## config.mk

```make
export PLATFORM = sky130hd
export DESIGN_NAME = pcg_clock_ctrl
export DESIGN_NICKNAME = d
export VERILOG_FILES = /design/src/include/pcg_pkg.sv /design/src/pcg_clock_ctrl.sv
export SDC_FILE = /design/constraint.sdc
export NUM_CORES = 1
export LEC_CHECK = 0
export BUFFER_PORTS_ARGS = -buffer_cell sky130_fd_sc_hd__buf_2
export CORE_MARGIN = 2
export CORE_UTILIZATION = 55
export DETAILED_ROUTE_END_ITERATION = 10
export GPL_ROUTABILITY_DRIVEN = 1
export PLACE_DENSITY = 0.9
export SYNTH_ARGS = -nofsm -noshare
export SYNTH_HDL_FRONTEND = slang
export SYNTH_SLANG_ARGS = --single-unit
```

## constraint.sdc

```tcl
create_clock -name hclk -period 3.4 [get_ports hclk]
set_input_delay 0.68 -clock hclk [delete_from_list [all_inputs] [get_ports hclk]]
set_output_delay 0.68 -clock hclk [all_outputs]
set_load 0.005 [all_outputs]
```

## src/include/pcg_pkg.sv

```systemverilog
package pcg_pkg;

  // ----------------------------------------------------------------
  // register byte offsets
  // ----------------------------------------------------------------
  localparam logic [11:0] OFF_CTL  = 12'h100;
  localparam logic [11:0] OFF_MULT = 12'h110;
  localparam logic [11:0] OFF_PRE  = 12'h114;
  localparam logic [11:0] OFF_DIV1 = 12'h118;
  localparam logic [11:0] OFF_DIV2 = 12'h11C;
  localparam logic [11:0] OFF_DIV3 = 12'h120;
  localparam logic [11:0] OFF_POST = 12'h128;
  localparam logic [11:0] OFF_BP   = 12'h12C;
  localparam logic [11:0] OFF_CMD  = 12'h138;
  localparam logic [11:0] OFF_STAT = 12'h13C;
  localparam logic [11:0] OFF_DIV4 = 12'h160;

  // ----------------------------------------------------------------
  // field positions
  // ----------------------------------------------------------------
  localparam int EN_BIT       = 15;
  localparam int SEL_BIT      = 0;
  localparam int GO_BIT       = 0;
  localparam int STAT_GO_BIT  = 0;
  localparam int STAT_SEL_BIT = 1;

  typedef logic [4:0] pcg_ratio_t;

  // ----------------------------------------------------------------
  // reference model and fixed ratios (field value n = divide n+1)
  // ----------------------------------------------------------------
  localparam int         REF_SHIFT   = 5;
  localparam logic [4:0] REF_LAST    = 5'h1F;
  localparam pcg_ratio_t PRE_FIX_MAIN = 5'h07;
  localparam pcg_ratio_t D1_FIX_MAIN = 5'h01;
  localparam pcg_ratio_t D1_FIX_MEM  = 5'h00;
  localparam pcg_ratio_t D2_FIX      = 5'h03;
  localparam pcg_ratio_t D4_SLOW     = 5'h03;
  localparam pcg_ratio_t D4_FAST     = 5'h01;
  localparam pcg_ratio_t BP_FIX_MAIN = 5'h02;
  localparam pcg_ratio_t BP_FIX_MEM  = 5'h07;

  // ----------------------------------------------------------------
  // reset values
  // ----------------------------------------------------------------
  localparam pcg_ratio_t PRE_RST  = 5'h00;
  localparam pcg_ratio_t MULT_RST = 5'h00;
  localparam pcg_ratio_t POST_RST = 5'h00;
  localparam pcg_ratio_t DIV_RST  = 5'h00;

  typedef enum logic [1:0] {
    PCG_IDLE = 2'b01,
    PCG_HOLD = 2'b10
  } pcg_state_e;

endpackage

```

## src/pcg_clock_ctrl.sv

```systemverilog
`timescale 1ns/100ps

// ------------------------------------------------------------------
// domain divider
// ------------------------------------------------------------------
module pcg_domain_div (
  input  wire logic               hclk,
  input  wire logic               hresetn,
  input  wire logic               edge_i,
  input  wire logic               en_i,
  input  wire logic               freeze_i,
  input  wire logic               load_i,
  input  wire pcg_pkg::pcg_ratio_t ratio_i,
  output logic                    clk_q
);
  pcg_pkg::pcg_ratio_t cnt_q;
  logic                stall;
  logic                wrap;

  // paused only while low, so a high phase always completes
  assign stall = freeze_i & ~clk_q;
  assign wrap  = (cnt_q >= ratio_i);

  // toggle per ratio+1 edges, two edges per source period
  always_ff @(posedge hclk or negedge hresetn)
  begin
    if (!hresetn)
    begin
      cnt_q <= 5'h00;
      clk_q <= 1'b0;
    end
    else if (load_i || !en_i)
    begin
      cnt_q <= 5'h00;
      clk_q <= 1'b0;
    end
    else if (edge_i && !stall)
    begin
      cnt_q <= wrap ? 5'h00 : cnt_q + 5'h01;
      clk_q <= wrap ? ~clk_q : clk_q;
    end
  end

  property p_half_period;
    @(posedge hclk) disable iff (!hresetn)
    (cnt_q <= ratio_i);
  endproperty
  a_half_period: assert property (p_half_period)
    else $error("domain divider count passed its ratio");

endmodule

// ------------------------------------------------------------------
// clock controller top
// ------------------------------------------------------------------
module pcg_clock_ctrl #(
  parameter bit MAIN_INST = 1'b1
) (
  input  wire logic        hclk,
  input  wire logic        hresetn,
  input  wire logic        hsel,
  input  wire logic [31:0] haddr,
  input  wire logic [1:0]  htrans,
  input  wire logic        hwrite,
  input  wire logic [2:0]  hsize,
  input  wire logic [31:0] hwdata,
  input  wire logic        hready,
  output logic             hreadyout,
  output logic             hresp,
  output logic [31:0]      hrdata,
  output logic [3:0]       domain_clock,
  output logic             auxiliary_clock,
  output logic             first_clock_output_pin,
  output logic             second_clock_output_pin,
  output logic             third_clock_output_pin
);

  // ----------------------------------------------------------------
  // bus slave
  // ----------------------------------------------------------------
  logic        wr_q;
  logic [11:0] waddr_q;
  logic [31:0] rdata_q;
  logic        take;
  logic [11:0] raddr;
  logic [31:0] rd_data;

  // size ignored: every access is treated as a whole word
  assign take  = hsel & htrans[1] & hready;
  assign raddr = haddr[11:0];

  always_ff @(posedge hclk or negedge hresetn)
  begin
    if (!hresetn)
    begin
      wr_q    <= 1'b0;
      waddr_q <= 12'h000;
      rdata_q <= 32'h0000_0000;
    end
    else
    begin
      wr_q    <= take & hwrite;
      waddr_q <= raddr;
      rdata_q <= (take && !hwrite) ? rd_data : rdata_q;
    end
  end

  assign hrdata = rdata_q;

  always_ff @(posedge hclk or negedge hresetn)
  begin
    if (!hresetn)
    begin
      hreadyout <= 1'b0;
      hresp     <= 1'b0;
    end
    else
    begin
      hreadyout <= 1'b1;
      hresp     <= 1'b0;
    end
  end

  // ----------------------------------------------------------------
  // registers
  // ----------------------------------------------------------------
  logic                sel_req_q;
  logic                sel_act_q;
  pcg_pkg::pcg_ratio_t mult_q;
  pcg_pkg::pcg_ratio_t pre_q;
  logic                pre_en_q;
  pcg_pkg::pcg_ratio_t post_q;
  logic                post_en_q;
  logic                bp_en_q;
  logic                go_pend_q;
  logic                den_q [4];
  logic [3:0]          den_eff;
  pcg_pkg::pcg_ratio_t dratio_q [4];
  pcg_pkg::pcg_ratio_t ract_q [4];
  pcg_pkg::pcg_ratio_t d_eff [4];
  pcg_pkg::pcg_ratio_t pre_eff;
  pcg_pkg::pcg_ratio_t post_eff;
  pcg_pkg::pcg_ratio_t bp_fix;
  logic                wr_ctl;
  logic                wr_mult;
  logic                wr_pre;
  logic                wr_post;
  logic                wr_bp;
  logic                wr_go;
  logic [3:0]          wr_div;
  logic                apply;

  assign wr_ctl    = wr_q & (waddr_q == pcg_pkg::OFF_CTL);
  assign wr_mult   = wr_q & (waddr_q == pcg_pkg::OFF_MULT);
  assign wr_pre    = wr_q & (waddr_q == pcg_pkg::OFF_PRE);
  assign wr_post   = wr_q & (waddr_q == pcg_pkg::OFF_POST);
  assign wr_bp     = wr_q & (waddr_q == pcg_pkg::OFF_BP);
  assign wr_go     = wr_q & (waddr_q == pcg_pkg::OFF_CMD)
                     & hwdata[pcg_pkg::GO_BIT];
  assign wr_div[0] = wr_q & (waddr_q == pcg_pkg::OFF_DIV1);
  assign wr_div[1] = wr_q & (waddr_q == pcg_pkg::OFF_DIV2);
  assign wr_div[2] = wr_q & (waddr_q == pcg_pkg::OFF_DIV3);
  assign wr_div[3] = wr_q & (waddr_q == pcg_pkg::OFF_DIV4);

  assign pre_eff  = MAIN_INST ? pcg_pkg::PRE_FIX_MAIN : pre_q;
  assign post_eff = MAIN_INST ? {4'h0, post_q[0]} : 5'h00;
  assign bp_fix   = MAIN_INST ? pcg_pkg::BP_FIX_MAIN : pcg_pkg::BP_FIX_MEM;

  always_ff @(posedge hclk or negedge hresetn)
  begin
    if (!hresetn)
    begin
      sel_req_q <= 1'b0;
      mult_q    <= pcg_pkg::MULT_RST;
      pre_q     <= pcg_pkg::PRE_RST;
      pre_en_q  <= 1'b1;
      post_q    <= pcg_pkg::POST_RST;
      post_en_q <= 1'b1;
      bp_en_q   <= 1'b1;
      go_pend_q <= 1'b0;
    end
    else
    begin
      sel_req_q <= wr_ctl ? hwdata[pcg_pkg::SEL_BIT] : sel_req_q;
      mult_q    <= wr_mult ? hwdata[4:0] : mult_q;
      pre_q     <= wr_pre ? hwdata[4:0] : pre_q;
      pre_en_q  <= wr_pre ? hwdata[pcg_pkg::EN_BIT] : pre_en_q;
      post_q    <= wr_post ? hwdata[4:0] : post_q;
      post_en_q <= wr_post ? hwdata[pcg_pkg::EN_BIT] : post_en_q;
      bp_en_q   <= wr_bp ? hwdata[pcg_pkg::EN_BIT] : bp_en_q;
      // a new command in the apply cycle is kept
      go_pend_q <= wr_go | (go_pend_q & ~apply);
    end
  end

  function automatic logic [31:0] fld(input logic en,
                                      input pcg_pkg::pcg_ratio_t r);
    fld = ({31'h0000_0000, en} << pcg_pkg::EN_BIT) | {27'h0000000, r};
  endfunction

  logic [31:0] stat_word;

  assign stat_word = ({31'h0000_0000, go_pend_q} << pcg_pkg::STAT_GO_BIT)
                   | ({31'h0000_0000, sel_act_q} << pcg_pkg::STAT_SEL_BIT);

  assign rd_data =
    (raddr == pcg_pkg::OFF_CTL)  ? {31'h0000_0000, sel_req_q} :
    (raddr == pcg_pkg::OFF_MULT) ? {27'h0000000, mult_q} :
    (raddr == pcg_pkg::OFF_PRE)  ? fld(pre_en_q, pre_eff) :
    (raddr == pcg_pkg::OFF_POST) ? fld(post_en_q, post_eff) :
    (raddr == pcg_pkg::OFF_BP)   ? fld(bp_en_q, bp_fix) :
    (raddr == pcg_pkg::OFF_STAT) ? stat_word :
    (raddr == pcg_pkg::OFF_DIV1) ? fld(den_eff[0], d_eff[0]) :
    (raddr == pcg_pkg::OFF_DIV2) ? fld(den_eff[1], d_eff[1]) :
    (raddr == pcg_pkg::OFF_DIV3) ? fld(den_eff[2], d_eff[2]) :
    (raddr == pcg_pkg::OFF_DIV4) ? fld(den_eff[3], d_eff[3]) :
    32'h0000_0000;

  // ----------------------------------------------------------------
  // reference and pll path
  // ----------------------------------------------------------------
  logic [4:0]  rcnt_q;
  logic        ref_edge_q;
  logic [10:0] acc_q;
  logic [10:0] modulus;
  logic [11:0] acc_sum;
  logic        hit;
  logic        pll_edge_q;
  pcg_pkg::pcg_ratio_t pcnt_q;
  logic        post_edge_q;
  logic        src_edge;

  // each instance counts its own reference edge stream
  always_ff @(posedge hclk or negedge hresetn)
  begin
    if (!hresetn)
    begin
      rcnt_q     <= 5'h00;
      ref_edge_q <= 1'b0;
    end
    else
    begin
      rcnt_q     <= rcnt_q + 5'h01;
      ref_edge_q <= (rcnt_q == pcg_pkg::REF_LAST);
    end
  end

  // pre-division folded into the oscillator modulus
  assign modulus = ({6'h00, pre_eff} + 11'h001) << pcg_pkg::REF_SHIFT;
  // multiplier field n adds n+1 per cycle
  assign acc_sum = {1'b0, acc_q} + {7'h00, mult_q} + 12'h001;
  assign hit     = (acc_sum >= {1'b0, modulus});

  // rate capped at one edge per cycle; a stale phase restarts cleanly
  always_ff @(posedge hclk or negedge hresetn)
  begin
    if (!hresetn)
    begin
      acc_q      <= 11'h000;
      pll_edge_q <= 1'b0;
    end
    else if (!pre_en_q || acc_q >= modulus)
    begin
      acc_q      <= 11'h000;
      pll_edge_q <= 1'b0;
    end
    else
    begin
      acc_q      <= hit ? 11'(acc_sum - {1'b0, modulus}) : acc_sum[10:0];
      pll_edge_q <= hit;
    end
  end

  always_ff @(posedge hclk or negedge hresetn)
  begin
    if (!hresetn)
    begin
      pcnt_q      <= 5'h00;
      post_edge_q <= 1'b0;
    end
    else if (!post_en_q)
    begin
      pcnt_q      <= 5'h00;
      post_edge_q <= 1'b0;
    end
    else
    begin
      if (pll_edge_q)
        pcnt_q <= (pcnt_q >= post_eff) ? 5'h00 : pcnt_q + 5'h01;
      post_edge_q <= pll_edge_q & (pcnt_q >= post_eff);
    end
  end

  assign src_edge = sel_act_q ? post_edge_q : ref_edge_q;

  // ----------------------------------------------------------------
  // switch sequencer
  // ----------------------------------------------------------------
  pcg_pkg::pcg_state_e st_q;
  pcg_pkg::pcg_state_e st_d;
  logic                hold_req;
  logic                all_low;
  logic                freeze;

  assign hold_req = (sel_req_q != sel_act_q) | go_pend_q;
  assign all_low  = ~|domain_clock;
  assign freeze   = (st_q == pcg_pkg::PCG_HOLD);
  // switch only once every domain clock rests low
  assign apply    = freeze & all_low;

  always_comb
  begin
    case (st_q)
      pcg_pkg::PCG_IDLE: st_d = hold_req ? pcg_pkg::PCG_HOLD
                                         : pcg_pkg::PCG_IDLE;
      pcg_pkg::PCG_HOLD: st_d = apply ? pcg_pkg::PCG_IDLE
                                      : pcg_pkg::PCG_HOLD;
      default:           st_d = pcg_pkg::PCG_IDLE;
    endcase
  end

  always_ff @(posedge hclk or negedge hresetn)
  begin
    if (!hresetn)
    begin
      st_q      <= pcg_pkg::PCG_IDLE;
      sel_act_q <= 1'b0;
    end
    else
    begin
      st_q      <= st_d;
      sel_act_q <= apply ? sel_req_q : sel_act_q;
    end
  end

  // ----------------------------------------------------------------
  // domain dividers
  // ----------------------------------------------------------------
  for (genvar i = 0; i < 4; i++)
  begin : g_dom
    // fixed domain one and two ratios
    // domain three free, domain four /2 or /4
    localparam pcg_pkg::pcg_ratio_t RST_RATIO =
      (i == 0) ? (MAIN_INST ? pcg_pkg::D1_FIX_MAIN : pcg_pkg::D1_FIX_MEM) :
      (i == 1) ? pcg_pkg::D2_FIX :
      (i == 2) ? pcg_pkg::DIV_RST : pcg_pkg::D4_SLOW;

    // field n means divide by n+1
    assign d_eff[i] =
      (i == 0) ? (MAIN_INST ? pcg_pkg::D1_FIX_MAIN : pcg_pkg::D1_FIX_MEM) :
      (i == 1) ? pcg_pkg::D2_FIX :
      (i == 2) ? dratio_q[i] :
      ((dratio_q[i] == pcg_pkg::D4_FAST) ? pcg_pkg::D4_FAST
                                         : pcg_pkg::D4_SLOW);

    // memory instance keeps only domain one
    assign den_eff[i] = den_q[i] & (MAIN_INST | (i == 0));

    always_ff @(posedge hclk or negedge hresetn)
    begin
      if (!hresetn)
      begin
        den_q[i]    <= 1'b1;
        dratio_q[i] <= pcg_pkg::DIV_RST;
        ract_q[i]   <= RST_RATIO;
      end
      else
      begin
        den_q[i]    <= wr_div[i] ? hwdata[pcg_pkg::EN_BIT] : den_q[i];
        dratio_q[i] <= wr_div[i] ? hwdata[4:0] : dratio_q[i];
        // ratio loads only with the command
        ract_q[i]   <= (apply && go_pend_q) ? d_eff[i] : ract_q[i];
      end
    end

    pcg_domain_div u_div (
      .hclk     (hclk),
      .hresetn  (hresetn),
      .edge_i   (src_edge),
      .en_i     (den_eff[i]),
      .freeze_i (freeze),
      .load_i   (apply),
      .ratio_i  (ract_q[i]),
      .clk_q    (domain_clock[i])
    );
  end

  // ----------------------------------------------------------------
  // bypass and auxiliary clocks
  // ----------------------------------------------------------------
  pcg_pkg::pcg_ratio_t bcnt_q;
  logic                bp_clk_q;
  logic                bp_wrap;
  logic                bp_nxt;

  assign bp_wrap = ref_edge_q & (bcnt_q >= bp_fix);
  assign bp_nxt  = bp_en_q & (bp_wrap ? ~bp_clk_q : bp_clk_q);

  always_ff @(posedge hclk or negedge hresetn)
  begin
    if (!hresetn)
    begin
      bcnt_q                  <= 5'h00;
      bp_clk_q                <= 1'b0;
      second_clock_output_pin <= 1'b0;
      third_clock_output_pin  <= 1'b0;
      auxiliary_clock         <= 1'b0;
      first_clock_output_pin  <= 1'b0;
    end
    else
    begin
      // bypass edges counted on the reference
      if (!bp_en_q)
        bcnt_q <= 5'h00;
      else if (ref_edge_q)
        bcnt_q <= bp_wrap ? 5'h00 : bcnt_q + 5'h01;
      bp_clk_q                <= bp_nxt;
      second_clock_output_pin <= MAIN_INST ? bp_nxt : 1'b0;
      third_clock_output_pin  <= MAIN_INST ? 1'b0 : bp_nxt;
      // undivided reference, unused on memory instance
      auxiliary_clock         <= MAIN_INST & (auxiliary_clock ^ ref_edge_q);
      first_clock_output_pin  <= MAIN_INST &
                                 (first_clock_output_pin ^ ref_edge_q);
    end
  end

  // ----------------------------------------------------------------
  // assertions
  // ----------------------------------------------------------------
  property p_mode_pending;
    @(posedge hclk) disable iff (!hresetn)
    (sel_act_q != sel_req_q) |-> ##[0:1] (st_q == pcg_pkg::PCG_HOLD);
  endproperty
  a_mode_pending: assert property (p_mode_pending)
    else $error("mode change not taken up");

  property p_bypass_src;
    @(posedge hclk) disable iff (!hresetn)
    (!sel_act_q && $rose(ref_edge_q)) |-> src_edge;
  endproperty
  a_bypass_src: assert property (p_bypass_src)
    else $error("bypass does not follow reference");

  property p_rise_from_req;
    @(posedge hclk) disable iff (!hresetn)
    $rose(sel_act_q) |-> $past(sel_req_q) && $past(freeze);
  endproperty
  a_rise_from_req: assert property (p_rise_from_req)
    else $error("pll mode entered without request");

  property p_disabled_low;
    @(posedge hclk) disable iff (!hresetn)
    (~den_eff & ~$past(den_eff) & domain_clock) == 4'h0;
  endproperty
  a_disabled_low: assert property (p_disabled_low)
    else $error("disabled domain clock toggles");

  property p_pre_gate;
    @(posedge hclk) disable iff (!hresetn)
    (!pre_en_q) [*3] |-> !post_edge_q;
  endproperty
  a_pre_gate: assert property (p_pre_gate)
    else $error("edges with pre-divider off");

  property p_post_gate;
    @(posedge hclk) disable iff (!hresetn)
    (!post_en_q) [*2] |-> !post_edge_q;
  endproperty
  a_post_gate: assert property (p_post_gate)
    else $error("edges with post-divider off");

  property p_switch_low;
    @(posedge hclk) disable iff (!hresetn)
    $changed(sel_act_q) |-> ($past(domain_clock) == 4'h0);
  endproperty
  a_switch_low: assert property (p_switch_low)
    else $error("mode switched with a clock high");

  property p_ratio_cmd;
    @(posedge hclk) disable iff (!hresetn)
    $changed(ract_q[2]) |-> $past(go_pend_q) && $past(all_low);
  endproperty
  a_ratio_cmd: assert property (p_ratio_cmd)
    else $error("ratio changed without command");

  property p_bp_count;
    @(posedge hclk) disable iff (!hresetn)
    (bcnt_q <= bp_fix);
  endproperty
  a_bp_count: assert property (p_bp_count)
    else $error("bypass count passed its ratio");

endmodule

```

==> results by group <==
Pwr
  • LEAKAGE: 0.00285 uW
  • Power Dens Cells: 419 nW/um^2
  • Int Pwr: 1840 uW
  • Clock power frac: 31.6%
  • Switching part of the total: 27.1%
  • Max VDD drop: 0.000299 V
  • Psw: 684 uW
  • Gate power share: 11.7%
  • Sequential Power Share: 56.6%

Logic synthesis
  • Main synth FF type: dfrtp_1
  • Synthesized cell area: 5620 um^2
  • Commonest cells in the synthesized netlist: dfrtp_1, nor2_1, nand2_1
  • Most common cell in the netlist: dfrtp_1
  • Synth top area cells: dfrtp_1, ha_1, mux2_2
  • Yosys reg bits: 110
  • Register area share after synthesis: 49.2%
  • Post-synth EDFFs: 0
  • Ys async rst share: 100%
  • Post-Syn Instances: 524
  • Synthesized area per cell: 10.7 um^2
  • Synth warn: 0
  • Netlist cell types: 70
  • Share of the synthesized area in the top cell type: 45.0%
  • Area leader, netlist: dfrtp_1

Setup path
  • Setup crit end kind: register
  • Crit path cell chain: inv_1 > ha_1 > inv_1 > fa_1 > a211oi_2 > nor3b_2 > o21ai_0 > xnor2_1 > inv_1 > ha_1 > nand3_2 > o32ai_2 > xnor2_1 > nor3_2
  • Slowest-stage cell, CP: fa_1
  • Worst path max stage delay: 0.43 ns
  • Setup CP Type: reg2reg
  • CP max FO: 4
  • Worst setup SP type: register
  • CP arrival: 3.27 ns
  • Crit path buf inv count: 3
  • CP top delay family: adder cells
  • Critical Path RT: 3.66 ns
  • CP dominant cell by count: inv_1

Place
  • Port Buffers: 37
  • Dpl cells: 682
  • Routability cong.: 0.885
  • Post-DP HPWL: 8270 um
  • Place WS: 0.450 ns

Detailed routing
  • Vias after detailed routing: 3978
  • Initial DRC count: 387
  • First-pass DRT Iterations: 5
  • Drt total wl: 11400 um
  • Routed vias/inst: 5.70
  • Final ANT Viol Nets: 0
  • DRC: 0
  • Drt wl/cell: 16.3 um

Final layout
  • Final net count: 661
  • Final std cells w/o fill: 698
  • N_diodes: 0
  • Post-layout util: 61.0%
  • Layout cells sized above 1: 19.1%
  • Syn-to-layout area delta: 6.99%

Worst hold path
  • HP Class: in2async

STA
  • WHS: 0.357 ns
  • Final period utilization: 88.6%
  • RSZ-0062 raised after global routing: false
  • Crit path time final: 3.01 ns
  • Setup WS post-layout: 0.387 ns
  • Slew Viols, Final: 0
  • Max Freq: 332 MHz
  • Worst slew pin tran: 0.576 ns
  • Setup TNS: 0 ns
  • Final Hold Viols: 0
  • Worst rel slew slack: 61.3%
  • Layout Skew: 0.0194 ns
  • Setup violators final: 0

Run
  • Max-Cap Viols: 0

Die
  • Effective utilization at floorplan: 57.0%
  • Die Wd: 105 um
  • Die area: 11000 um^2
  • Core area: 9860 um^2
  • Boundary Pins: 116
  • Die Height: 105 um
  • Std cell rows: 36

Clocking
  • # clock sinks: 110
  • Root Buffer: clkbuf_8
  • CTS Buffer Depth: 2
  • Skew-Pair Late Insertion Delay: 0.39 ns
  • Total CTS buffers: 9
  • CTS tree: built
  • Clock slew at reported path FFs: 0.11 ns
  • Htree depth: 3
  • Post-CTS sizing: 0
  • CTS Hold Bufs: 0
  • Setup bufs post-CTS: 0

Global route
  • Largest net degree at the start of global routing: 111
  • Number of global-route vias before repair: 4177
  • All-Layer GR Usage: 22.1%
  • Initial antenna violation count: 0
  • First-pass GRT wire length: 19400 um
  • Grt total ovfl: 0

Outcome
  • Outcome: finished, final reports clean
==> metal layers <==
metal  global-route usage (%)  vias up  wire length (um)
met2                     37.5      145              5790
met4                     9.62        0               400
li1                         -     1854                 -
met1                     27.1     1934              4680
met5                        0        -                 0
met3                     4.93       45               538
==> final timing paths <==
check,startpoint,to,slack [ns],depth (start not counted)
worst max-delay path,mult_q[0],acc_q[8],0.39,14
worst min-delay path,hresetn,st_q[1],0.36,2
worst max register to register,mult_q[0],acc_q[8],0.39,14
worst min register to register,rcnt_q[0],rcnt_q[0],0.45,1
max in group asynchronous,hresetn,d_eff[6],2.59,2
min in group hclk,haddr[8],waddr_q[8],0.40,1
==> kinds of logic (layout without fill, tap and decap cells) <==
logic type	count (synthesis)	in the layout	synth area share (%)
AND/OR/NAND/NOR	173	173	16.8
multiplexers	35	35	6.95
flip-flops	110	110	49.2
adder cells (fa/ha/maj)	27	27	6.14
buffers and inverters	66	80	6.72
AO/OA/AOI/OAI	89	89	10.6
other	2	29	0.134
XOR/XNOR	22	22	3.43
==> power by group through the flow <==
stage                     logic (uW)  clock network, uW  registers, uW
after floorplan                  216                  0           1440
after global placement           267                  0           1450
after detailed placement         291                  0           1450
after CTS                        295                813           1430
after global routing             333                872           1440
final                            296                797           1430
==> flip-flops by register name, indices dropped and copies added, names as in the netlist, 6 cells and up <==
register           cells
g_dom.u_div.cnt_q     20
waddr_q               12
acc_q                 11
hrdata                 6
ract_q                 6
==> layout by cell type (no fill, tap or decap), types with 4 or more instances in the layout <==
master / count
dfrtp_1: 101
nand2_1: 37
conb_1: 29
o21a_1: 5
dfstp_2: 9
a21o_1: 5
nor4_1: 6
nor2b_1: 6
nand2b_1: 8
clkbuf_8: 9
buf_2: 36
and3b_1: 4
inv_1: 26
mux2i_1: 6
a21boi_0: 4
nor3_1: 12
nor3b_1: 7
ha_1: 26
nor2_1: 47
and3_1: 7
nand3_1: 12
xor2_1: 8
xnor2_1: 14
mux2_2: 28
a21oi_1: 19
o21ai_0: 20
a31oi_1: 9
==> worst register-to-register path, stage by stage (launching register included) <==
cell and delay, ns:
dfrtp_1 0.42, inv_1 0.11, ha_1 0.15, inv_1 0.05
fa_1 0.43, a211oi_2 0.30, nor3b_2 0.09, o21ai_0 0.20
xnor2_1 0.14, inv_1 0.12, ha_1 0.26, nand3_2 0.11
o32ai_2 0.28, xnor2_1 0.18, nor3_2 0.06
==> final cells by class <==
cell class / count / area (um^2)
Sequential cell: 110 / 2760
Multi-Input combinational cell: 375 / 2580
Timing Repair Buffer: 38 / 208
Tap cell: 133 / 166
Clock inverter: 6 / 70.1
Inverter: 26 / 97.6
Fill cell: 769 / 3850
Clock buffer: 10 / 128
==> per-stage QoR <==
step                      instance area, um^2  power [uW]
after global placement                   5820        1710
after detailed placement                 5820        1740
after global routing                     6010        2640
final                                    6010        2520
after floorplan                          5720        1650
after CTS                                6010        2540
(Power assumes the default switching activity.)
